$ cat src/ftc_pkg.sv
// Package with register map, field codes and timing constants for the timers
package ftc_pkg;
  localparam logic [7:0] FTC_ADDR_T2_LOW  = 8'hcc; // Timer 2 count low byte
  localparam logic [7:0] FTC_ADDR_T2_HIGH = 8'hcd; // Timer 2 count high byte
  localparam logic [3:0] FTC_PAGE_T2      = 4'h0;  // Page of timer 2 bytes
  localparam logic [7:0] FTC_RST_T2_BYTE  = 8'h00; // Count byte reset value
  localparam logic [15:0] FTC_RST_COUNT   = 16'h0000;
  localparam int FTC_DIV12 = 12;                   // Timer 2/3 slow prescale
  localparam int FTC_DIV8  = 8;                    // Oscillator divide
  // Shared prescaler codes of the prescale select field
  localparam logic [1:0] FTC_SCA_DIV12 = 2'h0;
  localparam logic [1:0] FTC_SCA_DIV4  = 2'h1;
  localparam logic [1:0] FTC_SCA_DIV48 = 2'h2;
  localparam logic [1:0] FTC_SCA_EXT8  = 2'h3;
  localparam int FTC_PRE_DIV4  = 4;
  localparam int FTC_PRE_DIV48 = 48;
  // Timer 0/1 operating modes
  localparam logic [1:0] FTC_M_13BIT = 2'h0;
  localparam logic [1:0] FTC_M_16BIT = 2'h1;
  localparam logic [1:0] FTC_M_8RLD  = 2'h2;
  localparam logic [1:0] FTC_M_SPLIT = 2'h3;
  // Timer 2/3 clock sources
  localparam logic [1:0] FTC_C_SYS   = 2'h0;
  localparam logic [1:0] FTC_C_DIV12 = 2'h1;
  localparam logic [1:0] FTC_C_OSC8  = 2'h2;
  localparam logic [1:0] FTC_C_CMP   = 2'h3;
endpackage

$ cat src/ftc_timers.sv
// Four timer/counter unit: timers 0..3 with prescalers and counter inputs
`timescale 1ns/1ps
`default_nettype none
// Summary of operation
// - Four 16-bit timers: two general, two reload
// - Timers 0/1: 13-bit, 16-bit, 8-bit reload modes
// - Timers 2/3: 16-bit or dual 8-bit reload
// - Timers 2/3 capture slow clock period
// - Timer 0/1 clock from six sources
// - One shared prescaler, per-timer system bypass
// - Timers 2/3 count sysclk or sysclk/12
// - Timer 2 also RTC/8 or comparator zero
// - Timer 3 also external osc/8 or comparator one
// - Counter mode counts falling edges on pin
// - Counts events up to quarter system clock
// - Overflow flags give periodic interrupt requests
// - Low byte register shows count bits 7:0
// - High byte register shows count bits 15:8
// - Count bytes at 0xcc/0xcd page 0, reset zero
module ftc_timers
  import ftc_pkg::*;
(
  input  wire logic       mclk,            // System clock, 200 MHz
  input  wire logic       nrst,            // Async reset, active low
  input  wire logic [7:0] sfr_addr,        // Special function address
  input  wire logic [3:0] sfr_page,        // Special function page
  input  wire logic       sfr_wr,          // Write strobe
  input  wire logic [7:0] sfr_wdata,       // Write data
  output logic      [7:0] sfr_rdata,       // Read data for timer 2 bytes
  output logic            sfr_hit,         // Address is a timer 2 byte
  input  wire logic [1:0] timer_clock_select_bits, // 1 = system clock
  input  wire logic [1:0] prescale_select_field,   // Shared prescale
  input  wire logic [1:0] t01_counter_mode, // 1 = count pin edges
  input  wire logic [3:0] t01_mode,        // Mode of timer 1 [3:2], 0 [1:0]
  input  wire logic [3:0] t01_run,         // Run: unused, t0 high, t1, t0
  input  wire logic [15:0] t0_load,        // Software write to timer 0
  input  wire logic [15:0] t1_load,        // Software write to timer 1
  input  wire logic [1:0] t01_load_wr,     // Load strobes, timer 1/0
  input  wire logic [1:0] t23_run,         // Run timer 3, timer 2
  input  wire logic [1:0] t23_split,       // Split into two 8-bit timers
  input  wire logic [1:0] t23_capture,     // Capture mode enable
  input  wire logic [3:0] t23_clk_sel,     // Clock source, timer 3 [3:2]
  input  wire logic [15:0] t2_reload,      // Timer 2 reload value
  input  wire logic [15:0] t3_reload,      // Timer 3 reload value
  input  wire logic       event_pin_zero,  // Counter input of timer 0
  input  wire logic       event_pin_one,   // Counter input of timer 1
  input  wire logic       rtc_clock,       // Real-time oscillator
  input  wire logic       external_oscillator_clock, // External oscillator
  input  wire logic       cmp0_out,        // Comparator zero
  input  wire logic       cmp1_out,        // Comparator one
  output logic      [15:0] t0_count,       // Timer 0 count
  output logic      [15:0] t1_count,       // Timer 1 count
  output logic      [15:0] t3_count,       // Timer 3 count
  output logic      [15:0] t23_captured,   // Capture of timer 3 when its capture is on, else timer 2
  output logic      [5:0] ovf_flags        // T3H,T3L,T2H,T2L,T1,T0 flags
);
  // Synchronisers for all asynchronous inputs (6 signals)
  logic [5:0] sync1_ff, sync2_ff, last_ff;
  always_ff @(posedge mclk or negedge nrst) begin
    if (!nrst) begin
      sync1_ff <= 6'h00;
      sync2_ff <= 6'h00;
      last_ff  <= 6'h00;
    end else begin
      sync1_ff <= {cmp1_out, cmp0_out, external_oscillator_clock,
                   rtc_clock, event_pin_one, event_pin_zero};
      sync2_ff <= sync1_ff;
      last_ff  <= sync2_ff;
    end
  end
  // Falling edge: previous sample high, current low; a rising edge is
  // used for oscillator and comparator clocks
  logic [1:0] pin_fall;
  logic [3:0] src_rise;
  assign pin_fall = last_ff[1:0] & ~sync2_ff[1:0];
  assign src_rise = ~last_ff[5:2] & sync2_ff[5:2];

  // Divide-by-8 counters on the two oscillators
  logic [2:0] rtc_div_ff, ext_div_ff;
  always_ff @(posedge mclk or negedge nrst) begin
    if (!nrst) begin
      rtc_div_ff <= 3'h0;
      ext_div_ff <= 3'h0;
    end else begin
      if (src_rise[0]) rtc_div_ff <= rtc_div_ff + 3'h1;
      if (src_rise[1]) ext_div_ff <= ext_div_ff + 3'h1;
    end
  end
  logic rtc8_tick, ext8_tick;
  assign rtc8_tick = src_rise[0] && rtc_div_ff == 3'(FTC_DIV8 - 1);
  assign ext8_tick = src_rise[1] && ext_div_ff == 3'(FTC_DIV8 - 1);

  // System clock prescalers: /4, /12, /48
  logic [5:0] pre_ff;
  logic [3:0] div12_ff;
  always_ff @(posedge mclk or negedge nrst) begin
    if (!nrst) begin
      pre_ff   <= 6'h00;
      div12_ff <= 4'h0;
    end else begin
      pre_ff   <= (pre_ff == 6'(FTC_PRE_DIV48 - 1)) ? 6'h00 : pre_ff + 6'h01;
      div12_ff <= (div12_ff == 4'(FTC_DIV12 - 1)) ? 4'h0 : div12_ff + 4'h1;
    end
  end
  logic tick12, tick4, tick48;
  assign tick12 = div12_ff == 4'(FTC_DIV12 - 1);
  assign tick4  = pre_ff[1:0] == 2'h3;
  assign tick48 = pre_ff == 6'(FTC_PRE_DIV48 - 1);

  // Shared prescaled clock; each timer 0/1 picks it or system clock
  logic pre_tick;
  always_comb begin
    case (prescale_select_field)
      FTC_SCA_DIV12: pre_tick = tick12;
      FTC_SCA_DIV4:  pre_tick = tick4;
      FTC_SCA_DIV48: pre_tick = tick48;
      FTC_SCA_EXT8:  pre_tick = ext8_tick;
      default:       pre_tick = 1'b0;
    endcase
  end
  logic [1:0] t01_tick;
  genvar gi;
  generate
    for (gi = 0; gi < 2; gi++) begin : g_t01_clk
      // Six sources: four prescaler choices, system clock, or pin
      assign t01_tick[gi] = t01_counter_mode[gi] ? pin_fall[gi] :
        (timer_clock_select_bits[gi] ? 1'b1 : pre_tick);
    end
  endgenerate

  // One 8-bit-half increment helper: returns {carry, next}
  function automatic logic [8:0] ftc_inc8(input logic [7:0] v);
    ftc_inc8 = {1'b0, v} + 9'h001;
  endfunction

  // Timers 0 and 1; timer 1 stops in split mode while timer 0 uses
  // t01_run[2] for the high half
  logic [15:0] t0_ff, t1_ff;
  logic [1:0]  ovf01;
  logic [15:0] nxt_t0, nxt_t1;
  logic [8:0]  lo0, hi0, lo1, hi1;
  always_comb begin
    nxt_t0 = t0_ff;
    nxt_t1 = t1_ff;
    ovf01  = 2'b00;
    lo0 = ftc_inc8(t0_ff[7:0]);
    hi0 = ftc_inc8(t0_ff[15:8]);
    lo1 = ftc_inc8(t1_ff[7:0]);
    hi1 = ftc_inc8(t1_ff[15:8]);
    if (t01_run[0] && t01_tick[0]) begin
      case (t01_mode[1:0])
        FTC_M_13BIT: begin
          nxt_t0[4:0] = t0_ff[4:0] + 5'h01;
          if (t0_ff[4:0] == 5'h1f) begin
            nxt_t0[15:8] = hi0[7:0];
            ovf01[0] = hi0[8];
          end
          nxt_t0[7:5] = 3'h0;
        end
        FTC_M_16BIT: begin
          {ovf01[0], nxt_t0} = {1'b0, t0_ff} + 17'h00001;
        end
        FTC_M_8RLD: begin
          // Low byte wraps to the high byte, which holds the reload
          ovf01[0] = lo0[8];
          nxt_t0[7:0] = lo0[8] ? t0_ff[15:8] : lo0[7:0];
        end
        default: begin
          nxt_t0[7:0] = lo0[7:0];
          ovf01[0] = lo0[8];
        end
      endcase
    end
    // Split mode high half runs on the timer 0 tick and flags t1
    if (t01_mode[1:0] == FTC_M_SPLIT && t01_run[2] && t01_tick[0]) begin
      nxt_t0[15:8] = hi0[7:0];
      ovf01[1] = hi0[8];
    end
    if (t01_mode[1:0] != FTC_M_SPLIT && t01_run[1] && t01_tick[1]) begin
      case (t01_mode[3:2])
        FTC_M_13BIT: begin
          nxt_t1[4:0] = t1_ff[4:0] + 5'h01;
          if (t1_ff[4:0] == 5'h1f) begin
            nxt_t1[15:8] = hi1[7:0];
            ovf01[1] = hi1[8];
          end
          nxt_t1[7:5] = 3'h0;
        end
        FTC_M_16BIT: {ovf01[1], nxt_t1} = {1'b0, t1_ff} + 17'h00001;
        FTC_M_8RLD: begin
          nxt_t1[7:0] = lo1[8] ? t1_ff[15:8] : lo1[7:0];
          ovf01[1] = lo1[8];
        end
        default: nxt_t1 = t1_ff; // Timer 1 has no split mode, holds
      endcase
    end
    if (t01_load_wr[0]) nxt_t0 = t0_load;
    if (t01_load_wr[1]) nxt_t1 = t1_load;
  end
  always_ff @(posedge mclk or negedge nrst) begin
    if (!nrst) begin
      t0_ff <= FTC_RST_COUNT;
      t1_ff <= FTC_RST_COUNT;
    end else begin
      t0_ff <= nxt_t0;
      t1_ff <= nxt_t1;
    end
  end

  // Timers 2 and 3: clock select, reload, split and capture
  logic [15:0] t23_ff [2];
  logic [15:0] cap_ff [2];
  logic [3:0]  ovf23;
  logic [15:0] nxt_t23 [2];
  logic [1:0]  t23_tick, cap_evt;
  generate
    for (gi = 0; gi < 2; gi++) begin : g_t23
      logic osc_tick, cmp_tick;
      logic [16:0] sum16;
      logic [8:0]  lo, hi;
      assign osc_tick = (gi == 0) ? rtc8_tick : ext8_tick;
      assign cmp_tick = src_rise[2 + gi];
      // Capture mode counts sysclk, or sysclk/12 with DIV12 selected, and latches on the slow source edge
      assign cap_evt[gi] = t23_capture[gi] &&
        (t23_clk_sel[2*gi +: 2] == FTC_C_CMP ? cmp_tick : osc_tick);
      always_comb begin
        case (t23_clk_sel[2*gi +: 2])
          FTC_C_SYS:   t23_tick[gi] = 1'b1;
          FTC_C_DIV12: t23_tick[gi] = tick12;
          FTC_C_OSC8:  t23_tick[gi] = t23_capture[gi] ? 1'b1 : osc_tick;
          FTC_C_CMP:   t23_tick[gi] = t23_capture[gi] ? 1'b1 : cmp_tick;
          default:     t23_tick[gi] = 1'b0;
        endcase
      end
      assign sum16 = {1'b0, t23_ff[gi]} + 17'h00001;
      assign lo = ftc_inc8(t23_ff[gi][7:0]);
      assign hi = ftc_inc8(t23_ff[gi][15:8]);
      always_comb begin
        logic [15:0] rld;
        rld = (gi == 0) ? t2_reload : t3_reload;
        nxt_t23[gi] = t23_ff[gi];
        ovf23[2*gi +: 2] = 2'b00;
        if (t23_run[gi] && t23_tick[gi]) begin
          if (t23_split[gi]) begin
            nxt_t23[gi][7:0]  = lo[8] ? rld[7:0] : lo[7:0];
            nxt_t23[gi][15:8] = hi[8] ? rld[15:8] : hi[7:0];
            ovf23[2*gi +: 2] = {hi[8], lo[8]};
          end else begin
            nxt_t23[gi] = sum16[16] ? rld : sum16[15:0];
            ovf23[2*gi] = sum16[16];
          end
        end
        if (gi == 0 && sfr_wr && sfr_page == FTC_PAGE_T2) begin
          if (sfr_addr == FTC_ADDR_T2_LOW)  nxt_t23[gi][7:0]  = sfr_wdata;
          if (sfr_addr == FTC_ADDR_T2_HIGH) nxt_t23[gi][15:8] = sfr_wdata;
        end
      end
      always_ff @(posedge mclk or negedge nrst) begin
        if (!nrst) begin
          t23_ff[gi] <= FTC_RST_COUNT;
          cap_ff[gi] <= FTC_RST_COUNT;
        end else begin
          t23_ff[gi] <= nxt_t23[gi];
          if (cap_evt[gi]) cap_ff[gi] <= t23_ff[gi];
        end
      end
    end
  endgenerate

  // Overflow flags are one-cycle pulses for the interrupt controller
  logic [5:0] ovf_ff;
  always_ff @(posedge mclk or negedge nrst) begin
    if (!nrst) ovf_ff <= 6'h00;
    else       ovf_ff <= {ovf23, ovf01};
  end

  // Register read port for the timer 2 count bytes; the page must match
  // too, or a byte on another page would leak the timer value
  logic [7:0] rdata_ff;
  logic       hit;
  assign hit = sfr_page == FTC_PAGE_T2 &&
               (sfr_addr == FTC_ADDR_T2_LOW || sfr_addr == FTC_ADDR_T2_HIGH);
  always_ff @(posedge mclk or negedge nrst) begin
    if (!nrst) rdata_ff <= FTC_RST_T2_BYTE;
    else if (hit && sfr_addr == FTC_ADDR_T2_LOW)
      rdata_ff <= t23_ff[0][7:0];
    else if (hit && sfr_addr == FTC_ADDR_T2_HIGH)
      rdata_ff <= t23_ff[0][15:8];
    else rdata_ff <= FTC_RST_T2_BYTE;
  end

  assign sfr_rdata    = rdata_ff;
  assign sfr_hit      = hit;
  assign t0_count     = t0_ff;
  assign t1_count     = t1_ff;
  assign t3_count     = t23_ff[1];
  assign t23_captured = t23_capture[1] ? cap_ff[1] : cap_ff[0];
  assign ovf_flags    = ovf_ff;
endmodule
`default_nettype wire

$ cat config.mk
export PLATFORM = sky130hd
export DESIGN_NAME = ftc_timers
export DESIGN_NICKNAME = d
export VERILOG_FILES = /design/src/ftc_pkg.sv /design/src/ftc_timers.sv
export SDC_FILE = /design/constraint.sdc
export NUM_CORES = 1
export LEC_CHECK = 0
export BUFFER_PORTS_ARGS = -buffer_cell sky130_fd_sc_hd__buf_2
export CORE_ASPECT_RATIO = 1.4
export CORE_UTILIZATION = 25
export CTS_CLUSTER_DIAMETER = 40
export DETAILED_ROUTE_END_ITERATION = 7
export GPL_TIMING_DRIVEN = 0
export PLACE_DENSITY = 0.44
export SYNTH_ARGS = -nofsm -noshare
export SYNTH_HDL_FRONTEND = slang
export SYNTH_SLANG_ARGS = --single-unit
$ cat constraint.sdc
create_clock -name mclk -period 6 [get_ports mclk]
set_clock_uncertainty 0.2 [all_clocks]
set_input_delay 0.3 -clock mclk [delete_from_list [all_inputs] [get_ports mclk]]
set_output_delay 0.3 -clock mclk [all_outputs]
set_load 0.02 [all_outputs]
# --- Word-level counts from Yosys, hierarchy flattened ---
# Cells that the tools add are included.
totals:
  memories: 0
  elab_cells: 152
  output_inout_bits: 79
  latchBits: 0
  ramBits: 0
  rom_bits: 0
  register_bits: 144
classes:
  order_cmp: 0
  div_mod_pow: 0
  bitwise_logic: 4
  addsub: 18
  eq_ne: 26
  shift: 0
  n_mul: 0
  reduce_logical: 31
  muxes: 56
ops:
  columns: ["operator", "n"]
  rows:
  - ["$mux 16", 11]
  - ["$mux 8", 13]
  - ["$add 8x1->9 const B", 8]
  - ["$add 16x1->17 const B", 4]
  - ["$pmux 8 s3", 2]
  - ["$pmux 8 s2", 2]
  - ["$eq 2x2->1 const B", 10]
  - ["$mux 1", 19]
  - ["$eq 8x8->1 const B", 2]
  - ["$logic_and 1x1->1", 15]
  - ["$pmux 1 s4", 3]
  - ["$add 5x1->5 const B", 2]
  - ["$eq 2x1->1 const B", 5]
  - ["$eq 5x5->1 const B", 2]
  - ["$logic_not 2->1", 5]
  - ["$reduce_bool 4->1", 2]
  - ["$add 3x1->3 const B", 2]
  - ["$add 6x1->6 const B", 1]
  - ["$eq 3x3->1 const B", 2]
  - ["$eq 6x6->1 const B", 1]
  - ["$mux 6", 1]
  - ["$reduce_and 3->1", 2]
  - ["$reduce_bool 3->1", 2]
  - ["$add 4x1->4 const B", 1]
  - ["other kinds (16)", 18]

# --- Longest topological paths before layout ---
# Gate-level depths: netlist (run 1).
depth:
  word_depth: 11
  depth_mapped: 10
  ltp_nobuf: 8

# --- Worst setup path after synthesis (run 1) ---
# No wires, ideal clock.
synth_timing:
  kind: "reg2reg"
  startpoint: "register rtc_div_ff[0]"
  endpoint: "register t23_ff[21] (netlist bit)"
  period_less_slack_ps: 2368
  t_arrival_ps: 2047
  setup_slack_ps: 3632
  setup_ps: 121
  stages_incl_launch_ff: 10
  path_cell_list: "dfrtp_1 ha_1 ha_1 and4bb_2 nor4b_4 nor2_1 buf_2 a31oi_1 nor2_1 a22o_1"
synth_rtl:
  columns: ["element", "line", "source"]
  rows:
  - ["start: declaration", "ftc_timers.sv:79", "logic [2:0] rtc_div_ff, ext_div_ff;"]
  - ["start signal: assignment", "ftc_timers.sv:85", "if (src_rise[0]) rtc_div_ff <= rtc_div_ff + 3'h1;"]
  - ["end signal: indexed assignment", "ftc_timers.sv:263", "t23_ff[gi] <= nxt_t23[gi];"]
  - ["end: declaration", "ftc_timers.sv:211", "logic [15:0] t23_ff [2];"]

==> impl_table.tex, run 1 <==
\begin{tabular}{lr}
\hline
Metric & Value \\
\hline
\multicolumn{2}{l}{\textbf{Outcome}} \\
Outcome & finished, final reports clean \\
\multicolumn{2}{l}{\textbf{Placement}} \\
Half-perimeter wire length after placement & 19,800 um \\
GPL Wtd Cong & 0.884 \\
Count of port buffers added during placement & 193 \\
\multicolumn{2}{l}{\textbf{Detailed routing}} \\
Count of routing violations after the opening detailed-route iteration & 255 \\
Detailed-routed wire length on met3 & 1610 um \\
TritonRoute pass-1 iters & 5 \\
Average routed wire per standard cell & 17.4 um \\
Post-route DRC violation count & 0 \\
Total length of routed met2 wires & 13,200 um \\
Detailed-route vias per instance & 4.88 \\
Detailed-route wire length on metal 1 & 10,900 um \\
Final Routed Wirelength & 26,300 um \\
Total number of vias & 7,407 \\
Max Used Layer & met4 \\
Final antenna-violating net count & 0 \\
\multicolumn{2}{l}{\textbf{Clock network}} \\
Clk sink count & 144 \\
Root buffer cell & sky130\_fd\_sc\_hd\_\_clkbuf\_16 \\
TritonCTS clock tree & yes \\
Clk\_lat worst skew & 0.44 ns \\
\# Post-CTS Setup Buffers & 0 \\
Max Root-Sink Buffers & 2 \\
PostCTS Resize Cnt & 0 \\
Clock edge transition at the registers on the reported setup and hold paths & 0.06 ns \\
Depth of the CTS H-tree & 4 \\
CTS Buf Count & 17 \\
\multicolumn{2}{l}{\textbf{Layout}} \\
Area growth from synthesis to final layout & 32.8\% \\
Area of the multi-input gates & 0.00414 sq mm \\
Filler Cells Inserted & 3,360 \\
Net count, final & 1,247 \\
Ratio of cells with drive above 1 in the final layout & 28.7\% \\
Post-route core utilization & 34.0\% \\
Storage element area & 0.00360 sq mm \\
\multicolumn{2}{l}{\textbf{Timing}} \\
Max Transition Viols Final & 0 \\
Fin crit share & 55.3\% \\
Maximum clock frequency & 302 MHz \\
Minimum period implied by the final worst setup slack & 3.32 ns \\
Fin Setup TNS & 0 ns \\
Unrepaired setup endpoints after global routing & false \\
Worst slack on hold paths & 0.0364 ns \\
Final number of hold-violating endpoints & 0 \\
Relative slew margins & 44.2\% \\
Count of endpoints failing setup in the final report & 0 \\
Slew at the pin with the worst max-slew slack & 0.832 ns \\
\multicolumn{2}{l}{\textbf{Critical path}} \\
Endpoint kind of the worst setup timing path & register \\
FF-to-FF setup slack & 2.68 ns \\
Worst path required time & 6.12 ns \\
Category of the worst setup path launch point & register \\
Maximum fanout along the worst path & 10 \\
Source of the worst register-to-register timing path & rtc\_div\_ff[0] \\
Critical path data arrival time & 3.43 ns \\
Source of the critical timing path & rtc\_div\_ff[0] \\
Classification of the worst setup path & register to register \\
\multicolumn{2}{l}{\textbf{GRT}} \\
Leftover overflow at the end of global routing & 0 \\
Pin count of the biggest net entering global routing & 77 \\
Total Routing Usage GR & 16.3\% \\
Number of antenna violations at the first check in global routing & 0 \\
Vias in the first global route & 7,597 \\
Wire length of the first global-routing pass & 41,800 um \\
\multicolumn{2}{l}{\textbf{Logic synthesis}} \\
Synthesized area divided by synthesized cell count & 9.75 sq um \\
Most used flip-flop cell after synthesis & sky130\_fd\_sc\_hd\_\_dfrtp\_1 \\
Post-synthesis instance total & 834 \\
Share of the yosys chip area belonging to registers & 44.3\% \\
Distinct cell type count of the synthesized netlist & 73 \\
Synthesized net count & 973 \\
Count of warnings emitted by yosys & 0 \\
Seq cells post-synth & 144 \\
Summed instance area of the synthesized netlist & 0.00813 sq mm \\
Number of enable-type register cells in the synthesized netlist & 0 \\
Async set or reset register ratio after synthesis & 100\% \\
\multicolumn{2}{l}{\textbf{Floorplan}} \\
Effective utilization at floorplan & 25.6\% \\
Die X & 154 um \\
Count of boundary I/O pins & 198 \\
Y dimension of the die & 215 um \\
Core outline area & 0.0318 sq mm \\
Rows & 77 \\
Die Area & 0.0333 sq mm \\
\multicolumn{2}{l}{\textbf{Power and ir drop}} \\
Static leakage & 5.00 nW \\
Power per standard cell area & 306 mW/mm\^{}2 \\
Worst VDD drop & 0.172 mV \\
\multicolumn{2}{l}{\textbf{Worst hold path}} \\
HP Class & input pin to register \\
Startpoint of the most critical hold path & t2\_reload[4] \\
\multicolumn{2}{l}{\textbf{Job}} \\
Number of max-cap violations & 0 \\
\hline
\end{tabular}
## repair_timing
action / in CTS / in global routing
endpoints found under the setup margin: 0 / 0
endpoints found under the hold margin: 139 / 0
hold buffers: 61 / 0
## cells in the final DEF, fill, tap and decap left out, types with 4 or more instances in the layout
cell / n
sky130_fd_sc_hd__a211oi_1: 7
sky130_fd_sc_hd__a21o_1: 6
sky130_fd_sc_hd__a21oi_1: 31
sky130_fd_sc_hd__a221oi_1: 6
sky130_fd_sc_hd__a22o_1: 8
sky130_fd_sc_hd__a22oi_1: 5
sky130_fd_sc_hd__a311oi_1: 5
sky130_fd_sc_hd__a31oi_1: 10
sky130_fd_sc_hd__a41oi_1: 5
sky130_fd_sc_hd__and2_1: 7
sky130_fd_sc_hd__and3_1: 20
sky130_fd_sc_hd__and4_1: 8
sky130_fd_sc_hd__and4b_1: 4
sky130_fd_sc_hd__buf_2: 208
sky130_fd_sc_hd__buf_4: 16
sky130_fd_sc_hd__clkbuf_1: 20
sky130_fd_sc_hd__clkbuf_16: 17
sky130_fd_sc_hd__clkinv_2: 6
sky130_fd_sc_hd__clkinvlp_4: 4
sky130_fd_sc_hd__dfrtp_1: 144
sky130_fd_sc_hd__dlygate4sd3_1: 61
sky130_fd_sc_hd__ha_1: 20
sky130_fd_sc_hd__inv_1: 21
sky130_fd_sc_hd__mux2_2: 50
sky130_fd_sc_hd__mux2i_1: 22
sky130_fd_sc_hd__nand2_1: 86
sky130_fd_sc_hd__nand2b_1: 8
sky130_fd_sc_hd__nand3_1: 28
sky130_fd_sc_hd__nand3b_1: 6
sky130_fd_sc_hd__nand4_1: 15
sky130_fd_sc_hd__nor2_1: 51
sky130_fd_sc_hd__nor2b_1: 7
sky130_fd_sc_hd__nor3_1: 22
sky130_fd_sc_hd__nor3b_1: 4
sky130_fd_sc_hd__o2111ai_1: 9
sky130_fd_sc_hd__o211ai_1: 5
sky130_fd_sc_hd__o21ai_0: 70
sky130_fd_sc_hd__o31ai_1: 6
sky130_fd_sc_hd__xnor2_1: 19
sky130_fd_sc_hd__xor2_1: 10
## kinds of logic (layout without fill, tap and decap cells)
| logic type | after synthesis | after routing | share of synthesized area, % |
|---|---|---|---|
| mux | 72 | 72 | 9.64 |
| simple gates | 294 | 294 | 19.4 |
| compound gates | 197 | 197 | 15.7 |
| flops | 144 | 144 | 44.3 |
| fa+ha+maj | 20 | 20 | 3.08 |
| xor+xnor | 29 | 29 | 3.12 |
| buf+inv | 78 | 365 | 4.79 |
| other cells | 0 | 1 | 0 |
## final timing paths
path,to,cells past startpoint
setup / recovery,t23_ff[22],10
hold / removal,t23_ff[20],4
setup reg to reg,t23_ff[22],10
hold reg to reg,sync2_ff[2],0
max in group asynchronous,rtc_div_ff[1],3
min in group asynchronous,t0_count[0],2
## critical path: stages (launching register included)
cell	delay, ns
sky130_fd_sc_hd__dfrtp_1	0.39
sky130_fd_sc_hd__ha_1	0.21
sky130_fd_sc_hd__ha_1	0.19
sky130_fd_sc_hd__and4bb_2	0.25
sky130_fd_sc_hd__nor4b_4	0.52
sky130_fd_sc_hd__nor2_1	0.25
sky130_fd_sc_hd__buf_2	0.26
sky130_fd_sc_hd__nand4_1	0.13
sky130_fd_sc_hd__xnor2_1	0.16
sky130_fd_sc_hd__a22oi_1	0.09
sky130_fd_sc_hd__dlygate4sd3_1	0.56
## layout make-up
class,instances,area share [%]
Tap cell,395,4.58
Buffer,55,2.80
Antenna cell,1,0.0232
Multi-Input combinational cell,612,38.3
Inverter,23,0.800
Timing Repair Buffer,255,15.0
Clock inverter,14,1.08
Clock buffer,18,4.07
Sequential cell,144,33.4
## per-layer routing
layer  GRT usage, %  vias to the layer above
met5              0                        -
met4           6.80                        0
met3           4.07                       37
met2           28.6                      245
met1           18.5                     3527
li1               -                     3598
## sequential cells by signal, summed over array words and instances (netlist names)
name	flops
div12_ff	4
sync1_ff	6
ext_div_ff	3
pre_ff	6
rtc_div_ff	3
cap_ff	32
t23_ff	16
sfr_rdata	8
ovf_flags	6
t1_count	16
t0_count	16
sync2_ff	6
last_ff	6
t3_count	16
## cells in the mapped netlist (3+ instances only)
library cell	instances	area, sq um
sky130_fd_sc_hd__a22o_1	8	70.1
sky130_fd_sc_hd__clkbuf_1	20	75.1
sky130_fd_sc_hd__buf_2	16	80.1
sky130_fd_sc_hd__nand3_1	28	140
sky130_fd_sc_hd__o31ai_1	6	45.0
sky130_fd_sc_hd__nor2_1	51	191
sky130_fd_sc_hd__and2_1	7	43.8
sky130_fd_sc_hd__a22oi_1	5	37.5
sky130_fd_sc_hd__a21oi_1	31	155
sky130_fd_sc_hd__nand3b_1	6	45.0
sky130_fd_sc_hd__o21ai_1	3	15.0
sky130_fd_sc_hd__nand2b_1	8	50.1
sky130_fd_sc_hd__o2111ai_1	9	78.8
sky130_fd_sc_hd__a211oi_1	7	52.6
sky130_fd_sc_hd__a21o_1	6	45.0
sky130_fd_sc_hd__a311oi_1	5	43.8
sky130_fd_sc_hd__inv_1	21	78.8
sky130_fd_sc_hd__nor2b_1	7	43.8
sky130_fd_sc_hd__nand4b_1	3	26.3
sky130_fd_sc_hd__nor4_1	3	18.8
sky130_fd_sc_hd__nand4_1	15	93.8
sky130_fd_sc_hd__a41oi_1	5	43.8
sky130_fd_sc_hd__and4b_1	4	40.0
sky130_fd_sc_hd__ha_1	20	250
sky130_fd_sc_hd__nor3b_1	4	30.0
sky130_fd_sc_hd__mux2_2	50	563
sky130_fd_sc_hd__nand2_1	86	323
sky130_fd_sc_hd__a221oi_1	6	52.6
sky130_fd_sc_hd__o21ai_0	70	350
sky130_fd_sc_hd__a31oi_1	10	62.6
sky130_fd_sc_hd__buf_4	16	120
sky130_fd_sc_hd__xor2_1	10	87.6
sky130_fd_sc_hd__mux2i_1	22	220
sky130_fd_sc_hd__and3_1	20	125
sky130_fd_sc_hd__nor3_1	22	110
sky130_fd_sc_hd__or4_1	3	22.5
sky130_fd_sc_hd__xnor2_1	19	166
sky130_fd_sc_hd__o211ai_1	5	37.5
sky130_fd_sc_hd__dfrtp_1	144	3600
sky130_fd_sc_hd__and4_1	8	70.1
## where the power goes
part / internal (mW) / total, mW / leakage [nW] / switching [mW]
clock: 0.579 / 1.03 / 0.268 / 0.448
combinational: 0.420 / 0.908 / 2.94 / 0.488
sequential: 1.16 / 1.37 / 1.80 / 0.209
## stage by stage
stage	total power [mW]	instance area, sq um	setup slack [ns]	std cells
after floorplan	1.91	8130	3.63	834
final	3.30	10800	2.68	1517
after CTS	3.36	10800	2.71	1516
after global placement	2.26	9590	1.97	1422
after global routing	3.51	10800	2.52	1516
after detailed placement	2.27	9630	3.15	1423
Power figures use the tool's default switching activity.
==> run 2, diff against run 1 <==
- ABC_AREA: unset -> 1
- clock period: 6 -> 3.45 ns (I/O delays scaled with it)
==> run 2 against run 1 <==
Effect of this change: worst hold slack got worse by 0.023 ns; synthesized cell count is 40% higher; flip-flop and latch count did not move; global-route usage is 0.29 points higher; largest power group unchanged; non-clock buffer count increased by 18; critical endpoint is now t3_count[14]; sequential power grew 85%; highest routed layer unchanged.
==> impl_table.tex, run 2 <==
\begin{tabular}{lr}
\hline
Metric & Value \\
\hline
\multicolumn{2}{l}{\textbf{Timing}} \\
Fin crit share & 90.2\% (was 55.3\%) \\
Count of endpoints failing setup in the final report & 0 (unchanged) \\
Relative slew margins & 61.8\% (was 44.2\%) \\
Unrepaired setup endpoints after global routing & false (unchanged) \\
Minimum period implied by the final worst setup slack & 3.11 ns (was 3.32 ns) \\
Slew at the pin with the worst max-slew slack & 0.573 ns (was 0.832 ns) \\
Final number of hold-violating endpoints & 0 (unchanged) \\
Maximum clock frequency & 321 MHz (was 302 MHz) \\
Fin worst setup slack & 0.339 ns (was 2.68 ns) \\
Max Transition Viols Final & 0 (unchanged) \\
\multicolumn{2}{l}{\textbf{Logic synthesis}} \\
Leading cell type by number of instances after synthesis & sky130\_fd\_sc\_hd\_\_nand2\_1 (was sky130\_fd\_sc\_hd\_\_dfrtp\_1) \\
Count of warnings emitted by yosys & 0 (unchanged) \\
Fraction of post-synthesis cell area in the top cell type by area & 41.4\% (was 44.3\%) \\
Synthesized net count & 1,309 (was 973) \\
Arithmetic-cell share of the synthesized area counting full adders, half adders and majority gates & 2.88\% (was 3.08\%) \\
Most frequent cells after synthesis & sky130\_fd\_sc\_hd\_\_nand2\_1, sky130\_fd\_sc\_hd\_\_dfrtp\_1, sky130\_fd\_sc\_hd\_\_inv\_1, sky130\_fd\_sc\_hd\_\_o21ai\_0, sky130\_fd\_sc\_hd\_\_nand3\_1 (was sky130\_fd\_sc\_hd\_\_dfrtp\_1, sky130\_fd\_sc\_hd\_\_nand2\_1, sky130\_fd\_sc\_hd\_\_o21ai\_0, sky130\_fd\_sc\_hd\_\_nor2\_1, sky130\_fd\_sc\_hd\_\_mux2\_2) \\
Post-synthesis instance total & 1,170 (was 834) \\
XOR/XNOR Fraction of Synth Area & 2.52\% (was 3.12\%) \\
Most used flip-flop cell after synthesis & sky130\_fd\_sc\_hd\_\_dfrtp\_1 (unchanged) \\
Seq cells post-synth & 144 (unchanged) \\
Leading post-synthesis cells by cell area & sky130\_fd\_sc\_hd\_\_dfrtp\_1, sky130\_fd\_sc\_hd\_\_nand2\_1, sky130\_fd\_sc\_hd\_\_inv\_1, sky130\_fd\_sc\_hd\_\_o21ai\_0, sky130\_fd\_sc\_hd\_\_nand3\_1 (was sky130\_fd\_sc\_hd\_\_dfrtp\_1, sky130\_fd\_sc\_hd\_\_mux2\_2, sky130\_fd\_sc\_hd\_\_o21ai\_0, sky130\_fd\_sc\_hd\_\_nand2\_1, sky130\_fd\_sc\_hd\_\_ha\_1) \\
Largest family of logic cells by synthesized area & simple AND/OR/NAND/NOR gates (unchanged) \\
Distinct cell type count of the synthesized netlist & 55 (was 73) \\
Share of the yosys chip area belonging to registers & 41.4\% (was 44.3\%) \\
Area fraction in compound gates after synthesis & 13.2\% (was 15.7\%) \\
Synthesized area divided by synthesized cell count & 7.43 sq um (was 9.75 sq um) \\
Number of enable-type register cells in the synthesized netlist & 0 (unchanged) \\
Basic-gate share of the synthesized area counting and, or, nand and nor cells & 29.2\% (was 19.4\%) \\
Async set or reset register ratio after synthesis & 100\% (unchanged) \\
Summed instance area of the synthesized netlist & 0.00870 sq mm (was 0.00813 sq mm) \\
Multiplexer area fraction after synthesis & 1.54\% (was 9.64\%) \\
Cell type with the highest aggregate area in the netlist & sky130\_fd\_sc\_hd\_\_dfrtp\_1 (unchanged) \\
\multicolumn{2}{l}{\textbf{Placement}} \\
GPL Wtd Cong & 0.840 (was 0.884) \\
Count of port buffers added during placement & 194 (was 193) \\
Half-perimeter wire length after placement & 21,800 um (was 19,800 um) \\
Placed cell count & 1,816 (was 1,423) \\
Post-placement setup slack & 1.09 ns (was 3.15 ns) \\
\multicolumn{2}{l}{\textbf{Floorplan}} \\
Die Area & 0.0356 sq mm (was 0.0333 sq mm) \\
Rows & 80 (was 77) \\
Y dimension of the die & 223 um (was 215 um) \\
Core outline area & 0.0341 sq mm (was 0.0318 sq mm) \\
Die X & 160 um (was 154 um) \\
Effective utilization at floorplan & 25.5\% (was 25.6\%) \\
Count of boundary I/O pins & 198 (unchanged) \\
\multicolumn{2}{l}{\textbf{Detailed routing}} \\
Final Routed Wirelength & 28,500 um (was 26,300 um) \\
Final antenna-violating net count & 0 (unchanged) \\
Detailed-route vias per instance & 4.55 (was 4.88) \\
Total number of vias & 8,826 (was 7,407) \\
Count of routing violations after the opening detailed-route iteration & 452 (was 255) \\
Post-route DRC violation count & 0 (unchanged) \\
TritonRoute pass-1 iters & 5 (unchanged) \\
Average routed wire per standard cell & 14.7 um (was 17.4 um) \\
\multicolumn{2}{l}{\textbf{Layout}} \\
Count of non-filler cells in the finished layout & 1,939 (was 1,517) \\
Area growth from synthesis to final layout & 35.2\% (was 32.8\%) \\
Net count, final & 1,614 (was 1,247) \\
Ratio of cells with drive above 1 in the final layout & 20.2\% (was 28.7\%) \\
Register ranked first by flip-flop count & cap\_ff (unchanged) \\
ANT cells & 0 (was 1) \\
Commonest cells after routing, fill and taps aside & sky130\_fd\_sc\_hd\_\_nand2\_1, sky130\_fd\_sc\_hd\_\_buf\_2, sky130\_fd\_sc\_hd\_\_dfrtp\_1 (was sky130\_fd\_sc\_hd\_\_buf\_2, sky130\_fd\_sc\_hd\_\_dfrtp\_1, sky130\_fd\_sc\_hd\_\_nand2\_1) \\
Most common library cell in the layout ignoring fill and taps & sky130\_fd\_sc\_hd\_\_nand2\_1 (was sky130\_fd\_sc\_hd\_\_buf\_2) \\
Max FFs per register & 32 (unchanged) \\
\multicolumn{2}{l}{\textbf{Clock network}} \\
Clk\_lat worst skew & 0.45 ns (was 0.44 ns) \\
Clock edge transition at the registers on the reported setup and hold paths & 0.07 ns (was 0.06 ns) \\
Max Root-Sink Buffers & 2 (unchanged) \\
PostCTS Resize Cnt & 0 (unchanged) \\
TritonCTS clock tree & yes (unchanged) \\
CTS Buf Count & 17 (unchanged) \\
Clk sink count & 144 (unchanged) \\
Depth of the CTS H-tree & 4 (unchanged) \\
Root buffer cell & sky130\_fd\_sc\_hd\_\_clkbuf\_16 (unchanged) \\
\multicolumn{2}{l}{\textbf{Critical path}} \\
Classification of the worst setup path & register to register (unchanged) \\
Worst path required time & 3.58 ns (was 6.12 ns) \\
Maximum fanout along the worst path & 10 (unchanged) \\
Critical path data arrival time & 3.24 ns (was 3.43 ns) \\
Category of the worst setup path launch point & register (unchanged) \\
Endpoint kind of the worst setup timing path & register (unchanged) \\
\multicolumn{2}{l}{\textbf{GRT}} \\
Pin count of the biggest net entering global routing & 100 (was 77) \\
Number of antenna violations at the first check in global routing & 0 (unchanged) \\
Wire length of the first global-routing pass & 45,900 um (was 41,800 um) \\
Leftover overflow at the end of global routing & 0 (unchanged) \\
Total Routing Usage GR & 16.5\% (was 16.3\%) \\
Vias in the first global route & 8,865 (was 7,597) \\
\multicolumn{2}{l}{\textbf{Power and ir drop}} \\
Power per standard cell area & 562 mW/mm\^{}2 (was 306 mW/mm\^{}2) \\
Worst VDD drop & 0.362 mV (was 0.172 mV) \\
Static leakage & 5.87 nW (was 5.00 nW) \\
Total power & 6.60 mW (was 3.30 mW) \\
\multicolumn{2}{l}{\textbf{Job}} \\
Number of max-cap violations & 0 (unchanged) \\
\multicolumn{2}{l}{\textbf{Outcome}} \\
Outcome & finished, final reports clean (unchanged) \\
\multicolumn{2}{l}{\textbf{Worst hold path}} \\
HP Class & input pin to asynchronous set/reset pin (was input pin to register) \\
\hline
\end{tabular}
[run 2: cell count changes in the layout (fill, tap and decap cells not counted), sizes merged, moves of 21 or more]
cell,delta
inv,+132
mux2,-39
mux2i,-21
nor2,+36
o21ai,+37
dlygate4sd3,+30
nand3,+61
nand2,+261
[run 2: where the power goes]
group / internal (mW) / switching (mW) / total [mW] / leakage, nW
registers: 2.09 / 0.450 / 2.54 / 1.77
clock network: 0.977 / 0.879 / 1.86 / 0.279
logic: 0.938 / 1.27 / 2.21 / 3.82
total: 4.00 / 2.60 / 6.60 / 5.87
[run 2: layout make-up]
cell class / instances / area [sq um]
inverters: 148 / 558
flip-flops and latches: 144 / 3600
multi-input cells: 836 / 4290
plain buffers: 42 / 245
clock buffers: 18 / 439
well taps: 451 / 564
clock inverters: 14 / 138
fillers: 3706 / 22400
repair buffers: 286 / 1920
[run 2: stage by stage]
stage	utilization (%)	hold WS [ns]	instance area (sq um)	setup TNS [ns]
after floorplan	-	-0.323	8700	0
after global placement	30.0	0.0799	10200	-77.21
after detailed placement	30.1	-0.0998	10300	0
after CTS	34.5	0.00695	11800	0
after global routing	34.5	0.0317	11800	0
final	34.5	0.0137	11800	0
[run 2: critical path, stage by stage, from the launching register on]
cell                            delay (ns)
sky130_fd_sc_hd__dfrtp_1              0.40
sky130_fd_sc_hd__ha_1                 0.25
sky130_fd_sc_hd__nand3_2              0.18
sky130_fd_sc_hd__nand2_1              0.07
sky130_fd_sc_hd__o21a_1               0.17
sky130_fd_sc_hd__nand2_1              0.15
sky130_fd_sc_hd__inv_2                0.12
sky130_fd_sc_hd__buf_2                0.21
sky130_fd_sc_hd__nand3_1              0.08
sky130_fd_sc_hd__dlygate4sd3_1        0.54
sky130_fd_sc_hd__nand3_1              0.07
sky130_fd_sc_hd__dlygate4sd3_1        0.56
[run 2: logic make-up after synthesis]
kind of cell / after synthesis
DFF: 144
AOI/OAI and AO/OA: 200
muxes: 12
and+or+nand+nor: 579
adders and majority gates: 20
xor gates and xnor gates: 25
buffers and inverters: 190
[run 2: path summary, 6_finish.rpt]
path                            slack, ns  depth (start not counted)      endpoint                  startpoint
worst max-delay path                 0.34                         11  t3_count[14]                 div12_ff[0]
worst min-delay path                 0.01                          2   t0_count[0]                        nrst
worst max register to register       0.34                         11  t3_count[14]                 div12_ff[0]
worst min register to register       0.15                          0   sync2_ff[0]                 sync1_ff[0]
max in group asynchronous            2.15                          3  ovf_flags[2]                        nrst
min in group mclk                    0.03                          6  ovf_flags[1]  timer_clock_select_bits[1]
[run 2: per-layer routing]
metal	up-vias	part of all wire, %	wire [um]	global-route usage (%)
met2	214	53	15100	30.8
li1	4424	-	-	-
met5	-	0	0	0
met4	0	2.0	563	6.02
met3	34	3.5	1000	2.63
met1	4154	42	11800	18.8
[run 2: repair_timing]
item,in CTS,in global routing
buffers inserted,0,0
hold endpoints to repair,217,0
hold buffers,91,0
==> run 3, diff against run 2 <==
- CTS_BUF_LIST: unset -> sky130_fd_sc_hd__clkbuf_2
- TNS_END_PERCENT: unset -> 1
- clock period: 3.45 -> 3.9 ns (I/O delays scaled with it)
==> run 3 against run 2 <==
Effect of this change: count of clock-buffer cells in the layout shrank 1; sequential power shrank 11%; non-clock buffer count grew 272; via count grew 13%; cell count grew 14%; global-route usage grew 1.6 points; die area is the same; clock power shrank 52%; combinational power grew 10%; routed wire length grew 9.9%; sequential share of layout area shrank 5.2 points; highest routed layer unchanged.
==> impl_table.tex, run 3 (synthesis gave the netlist of run 2 again) <==
\begin{tabular}{lr}
\hline
Metric & Value \\
\hline
\multicolumn{2}{l}{\textbf{Power and ir drop}} \\
Total power & 5.59 mW (was 6.60 mW) \\
Power per standard cell area & 394 mW/mm\^{}2 (was 562 mW/mm\^{}2) \\
Worst VDD drop & 0.289 mV (was 0.362 mV) \\
Cell internal power dissipation & 3.27 mW (was 4.00 mW) \\
Switching power summed over all nets & 2.32 mW (was 2.60 mW) \\
Static leakage & 6.84 nW (was 5.87 nW) \\
Proportion of power drawn by flip-flops and latches & 40.2\% (was 38.5\%) \\
Fraction of power consumed by the clock network & 16.1\% (was 28.1\%) \\
Fraction of power spent switching nets & 41.4\% (was 39.3\%) \\
Combinational cell fraction of total power & 43.7\% (was 33.4\%) \\
\multicolumn{2}{l}{\textbf{Timing}} \\
Fin crit share & 99.1\% \\
Final number of hold-violating endpoints & 0 (unchanged) \\
Max Transition Viols Final & 0 (unchanged) \\
Unrepaired setup endpoints after global routing & true (was false) \\
Relative slew margins & 61.6\% (was 61.8\%) \\
Minimum period implied by the final worst setup slack & 3.86 ns \\
Maximum clock frequency & 259 MHz \\
Count of endpoints failing setup in the final report & 0 (unchanged) \\
Fin Setup TNS & 0 ns (unchanged) \\
Slew at the pin with the worst max-slew slack & 0.576 ns (was 0.573 ns) \\
\multicolumn{2}{l}{\textbf{Critical path}} \\
Category of cells accounting for the largest share of critical-path delay & buffers and inverters (unchanged) \\
Ordered list of cells on the worst path & dlygate4sd3\_1, buf\_2, nor2\_1, dlygate4sd3\_1, nand2\_1, inv\_1, nand3b\_2, nor2\_4, inv\_2, or2\_1, dlygate4sd3\_1, nand2\_1, dlygate4sd3\_1, inv\_1, dlygate4sd3\_1 (was ha\_1, nand3\_2, nand2\_1, o21a\_1, nand2\_1, inv\_2, buf\_2, nand3\_1, dlygate4sd3\_1, nand3\_1, dlygate4sd3\_1) \\
Critical path data arrival time & 4.41 ns (was 3.24 ns) \\
Category of the worst setup path launch point & input pin (was register) \\
Maximum fanout along the worst path & 10 (unchanged) \\
Stage delay of the slowest cell on the critical path & 0.57 ns (was 0.56 ns) \\
Most used cell along the critical path & sky130\_fd\_sc\_hd\_\_dlygate4sd3\_1 \\
Endpoint kind of the worst setup timing path & register (unchanged) \\
Crit path buf inv count & 9 (was 4) \\
Critical path's slowest cell & sky130\_fd\_sc\_hd\_\_dlygate4sd3\_1 (unchanged) \\
Classification of the worst setup path & input pin to register (was register to register) \\
Worst path required time & 4.44 ns (was 3.58 ns) \\
\multicolumn{2}{l}{\textbf{Detailed routing}} \\
Final Routed Wirelength & 31,300 um (was 28,500 um) \\
Post-route DRC violation count & 0 (unchanged) \\
Count of routing violations after the opening detailed-route iteration & 485 (was 452) \\
Average routed wire per standard cell & 14.2 um (was 14.7 um) \\
Detailed-route vias per instance & 4.52 (was 4.55) \\
Total number of vias & 10,004 (was 8,826) \\
TritonRoute pass-1 iters & 5 (unchanged) \\
Final antenna-violating net count & 0 (unchanged) \\
\multicolumn{2}{l}{\textbf{Placement}} \\
Half-perimeter wire length after placement & 21,800 um (unchanged) \\
Count of port buffers added during placement & 194 (unchanged) \\
GPL Wtd Cong & 0.840 (unchanged) \\
\multicolumn{2}{l}{\textbf{Clock network}} \\
Clk\_lat worst skew & 0.82 ns (was 0.45 ns) \\
Clk sink count & 144 (unchanged) \\
TritonCTS clock tree & yes (unchanged) \\
Root buffer cell & sky130\_fd\_sc\_hd\_\_clkbuf\_2 (was sky130\_fd\_sc\_hd\_\_clkbuf\_16) \\
Clock edge transition at the registers on the reported setup and hold paths & 0.27 ns (was 0.07 ns) \\
Max Root-Sink Buffers & 2 (unchanged) \\
Depth of the CTS H-tree & 4 (unchanged) \\
CTS Buf Count & 17 (unchanged) \\
\multicolumn{2}{l}{\textbf{Layout}} \\
Area growth from synthesis to final layout & 63.1\% (was 35.2\%) \\
Ratio of cells with drive above 1 in the final layout & 17.9\% (was 20.2\%) \\
Most common library cell in the layout ignoring fill and taps & sky130\_fd\_sc\_hd\_\_dlygate4sd3\_1 (was sky130\_fd\_sc\_hd\_\_nand2\_1) \\
Register ranked first by flip-flop count & cap\_ff (unchanged) \\
Commonest cells after routing, fill and taps aside & sky130\_fd\_sc\_hd\_\_dlygate4sd3\_1, sky130\_fd\_sc\_hd\_\_nand2\_1, sky130\_fd\_sc\_hd\_\_buf\_2 (was sky130\_fd\_sc\_hd\_\_nand2\_1, sky130\_fd\_sc\_hd\_\_buf\_2, sky130\_fd\_sc\_hd\_\_dfrtp\_1) \\
Max FFs per register & 32 (unchanged) \\
Net count, final & 1,886 (was 1,614) \\
Post-route core utilization & 41.6\% (was 34.5\%) \\
\multicolumn{2}{l}{\textbf{GRT}} \\
Leftover overflow at the end of global routing & 0 (unchanged) \\
Vias in the first global route & 10,327 (was 8,865) \\
Wire length of the first global-routing pass & 50,900 um (was 45,900 um) \\
Number of antenna violations at the first check in global routing & 1 (was 0) \\
Total Routing Usage GR & 18.2\% (was 16.5\%) \\
Pin count of the biggest net entering global routing & 100 (unchanged) \\
\multicolumn{2}{l}{\textbf{Job}} \\
Number of max-cap violations & 0 (unchanged) \\
\multicolumn{2}{l}{\textbf{Floorplan}} \\
Die X & 160 um (unchanged) \\
Effective utilization at floorplan & 25.5\% (unchanged) \\
Core outline area & 0.0341 sq mm (unchanged) \\
Die Area & 0.0356 sq mm (unchanged) \\
Count of boundary I/O pins & 198 (unchanged) \\
Rows & 80 (unchanged) \\
Y dimension of the die & 223 um (unchanged) \\
\multicolumn{2}{l}{\textbf{Worst hold path}} \\
HP Class & register to register (was input pin to asynchronous set/reset pin) \\
\multicolumn{2}{l}{\textbf{Outcome}} \\
Outcome & finished, final reports clean (unchanged) \\
\hline
\end{tabular}
-- run 3: cell type report --
cell class	count	area, sq um
Fill cell	3547	19900
Timing Repair Buffer	558	4650
Multi-Input combinational cell	836	4320
Sequential cell	144	3610
Tap cell	451	564
Inverter	148	558
Buffer	42	245
Clock inverter	15	141
Clock buffer	17	85.1
Antenna cell	1	2.50
-- run 3: per-layer routing --
metal  GRT usage (%)  vias to the layer above  wire length, um
li1                -                     4969                -
met1            19.8                     4755            12600
met2            35.0                      234            16900
met3            2.78                       46             1110
met4            6.58                        0              668
met5               0                        -                0
-- run 3: worst paths after layout --
| path | start | endpoint | slack (ns) | cells past startpoint |
|---|---|---|---|---|
| setup / recovery | sfr_page[2] | t23_ff[26] | 0.04 | 15 |
| hold / removal | sync1_ff[4] | sync2_ff[4] | 0.19 | 0 |
| setup reg to reg | t23_ff[31] | t23_ff[16] | 0.12 | 12 |
| hold reg to reg | sync1_ff[4] | sync2_ff[4] | 0.19 | 0 |
| max in group asynchronous | nrst | last_ff[4] | 2.41 | 5 |
| min in group asynchronous | nrst | t0_count[8] | 0.22 | 4 |
-- run 3: repair_timing --
item	CTS	global route
setup buffers	0	2
gates resized for setup	0	15
hold buffers	361	1
setup endpoints to repair	0	25
endpoints found under the hold margin	260	2
-- run 3: power groups by stage --
stage / sequential [mW] / combinational, mW / clock (mW)
4_1_cts: 2.25 / 2.42 / 0.959
2_1_floorplan: 2.21 / 1.21 / 0
3_5_place_dp: 2.28 / 1.84 / 0
3_3_place_gp: 2.28 / 1.83 / 0
5_1_grt: 2.30 / 2.72 / 1.01
6_report: 2.25 / 2.44 / 0.899
-- run 3: per-stage QoR --
stage	hold WS [ns]	setup WS, ns	cells	area, sq um
after floorplan	-0.301	1.82	1170	8700
after global placement	0.102	-0.139	1815	10200
after detailed placement	-0.0773	1.54	1816	10300
after CTS	0.0588	0.0756	2209	14100
after global routing	0.110	-0.0999	2212	14200
final	0.189	0.0354	2212	14200
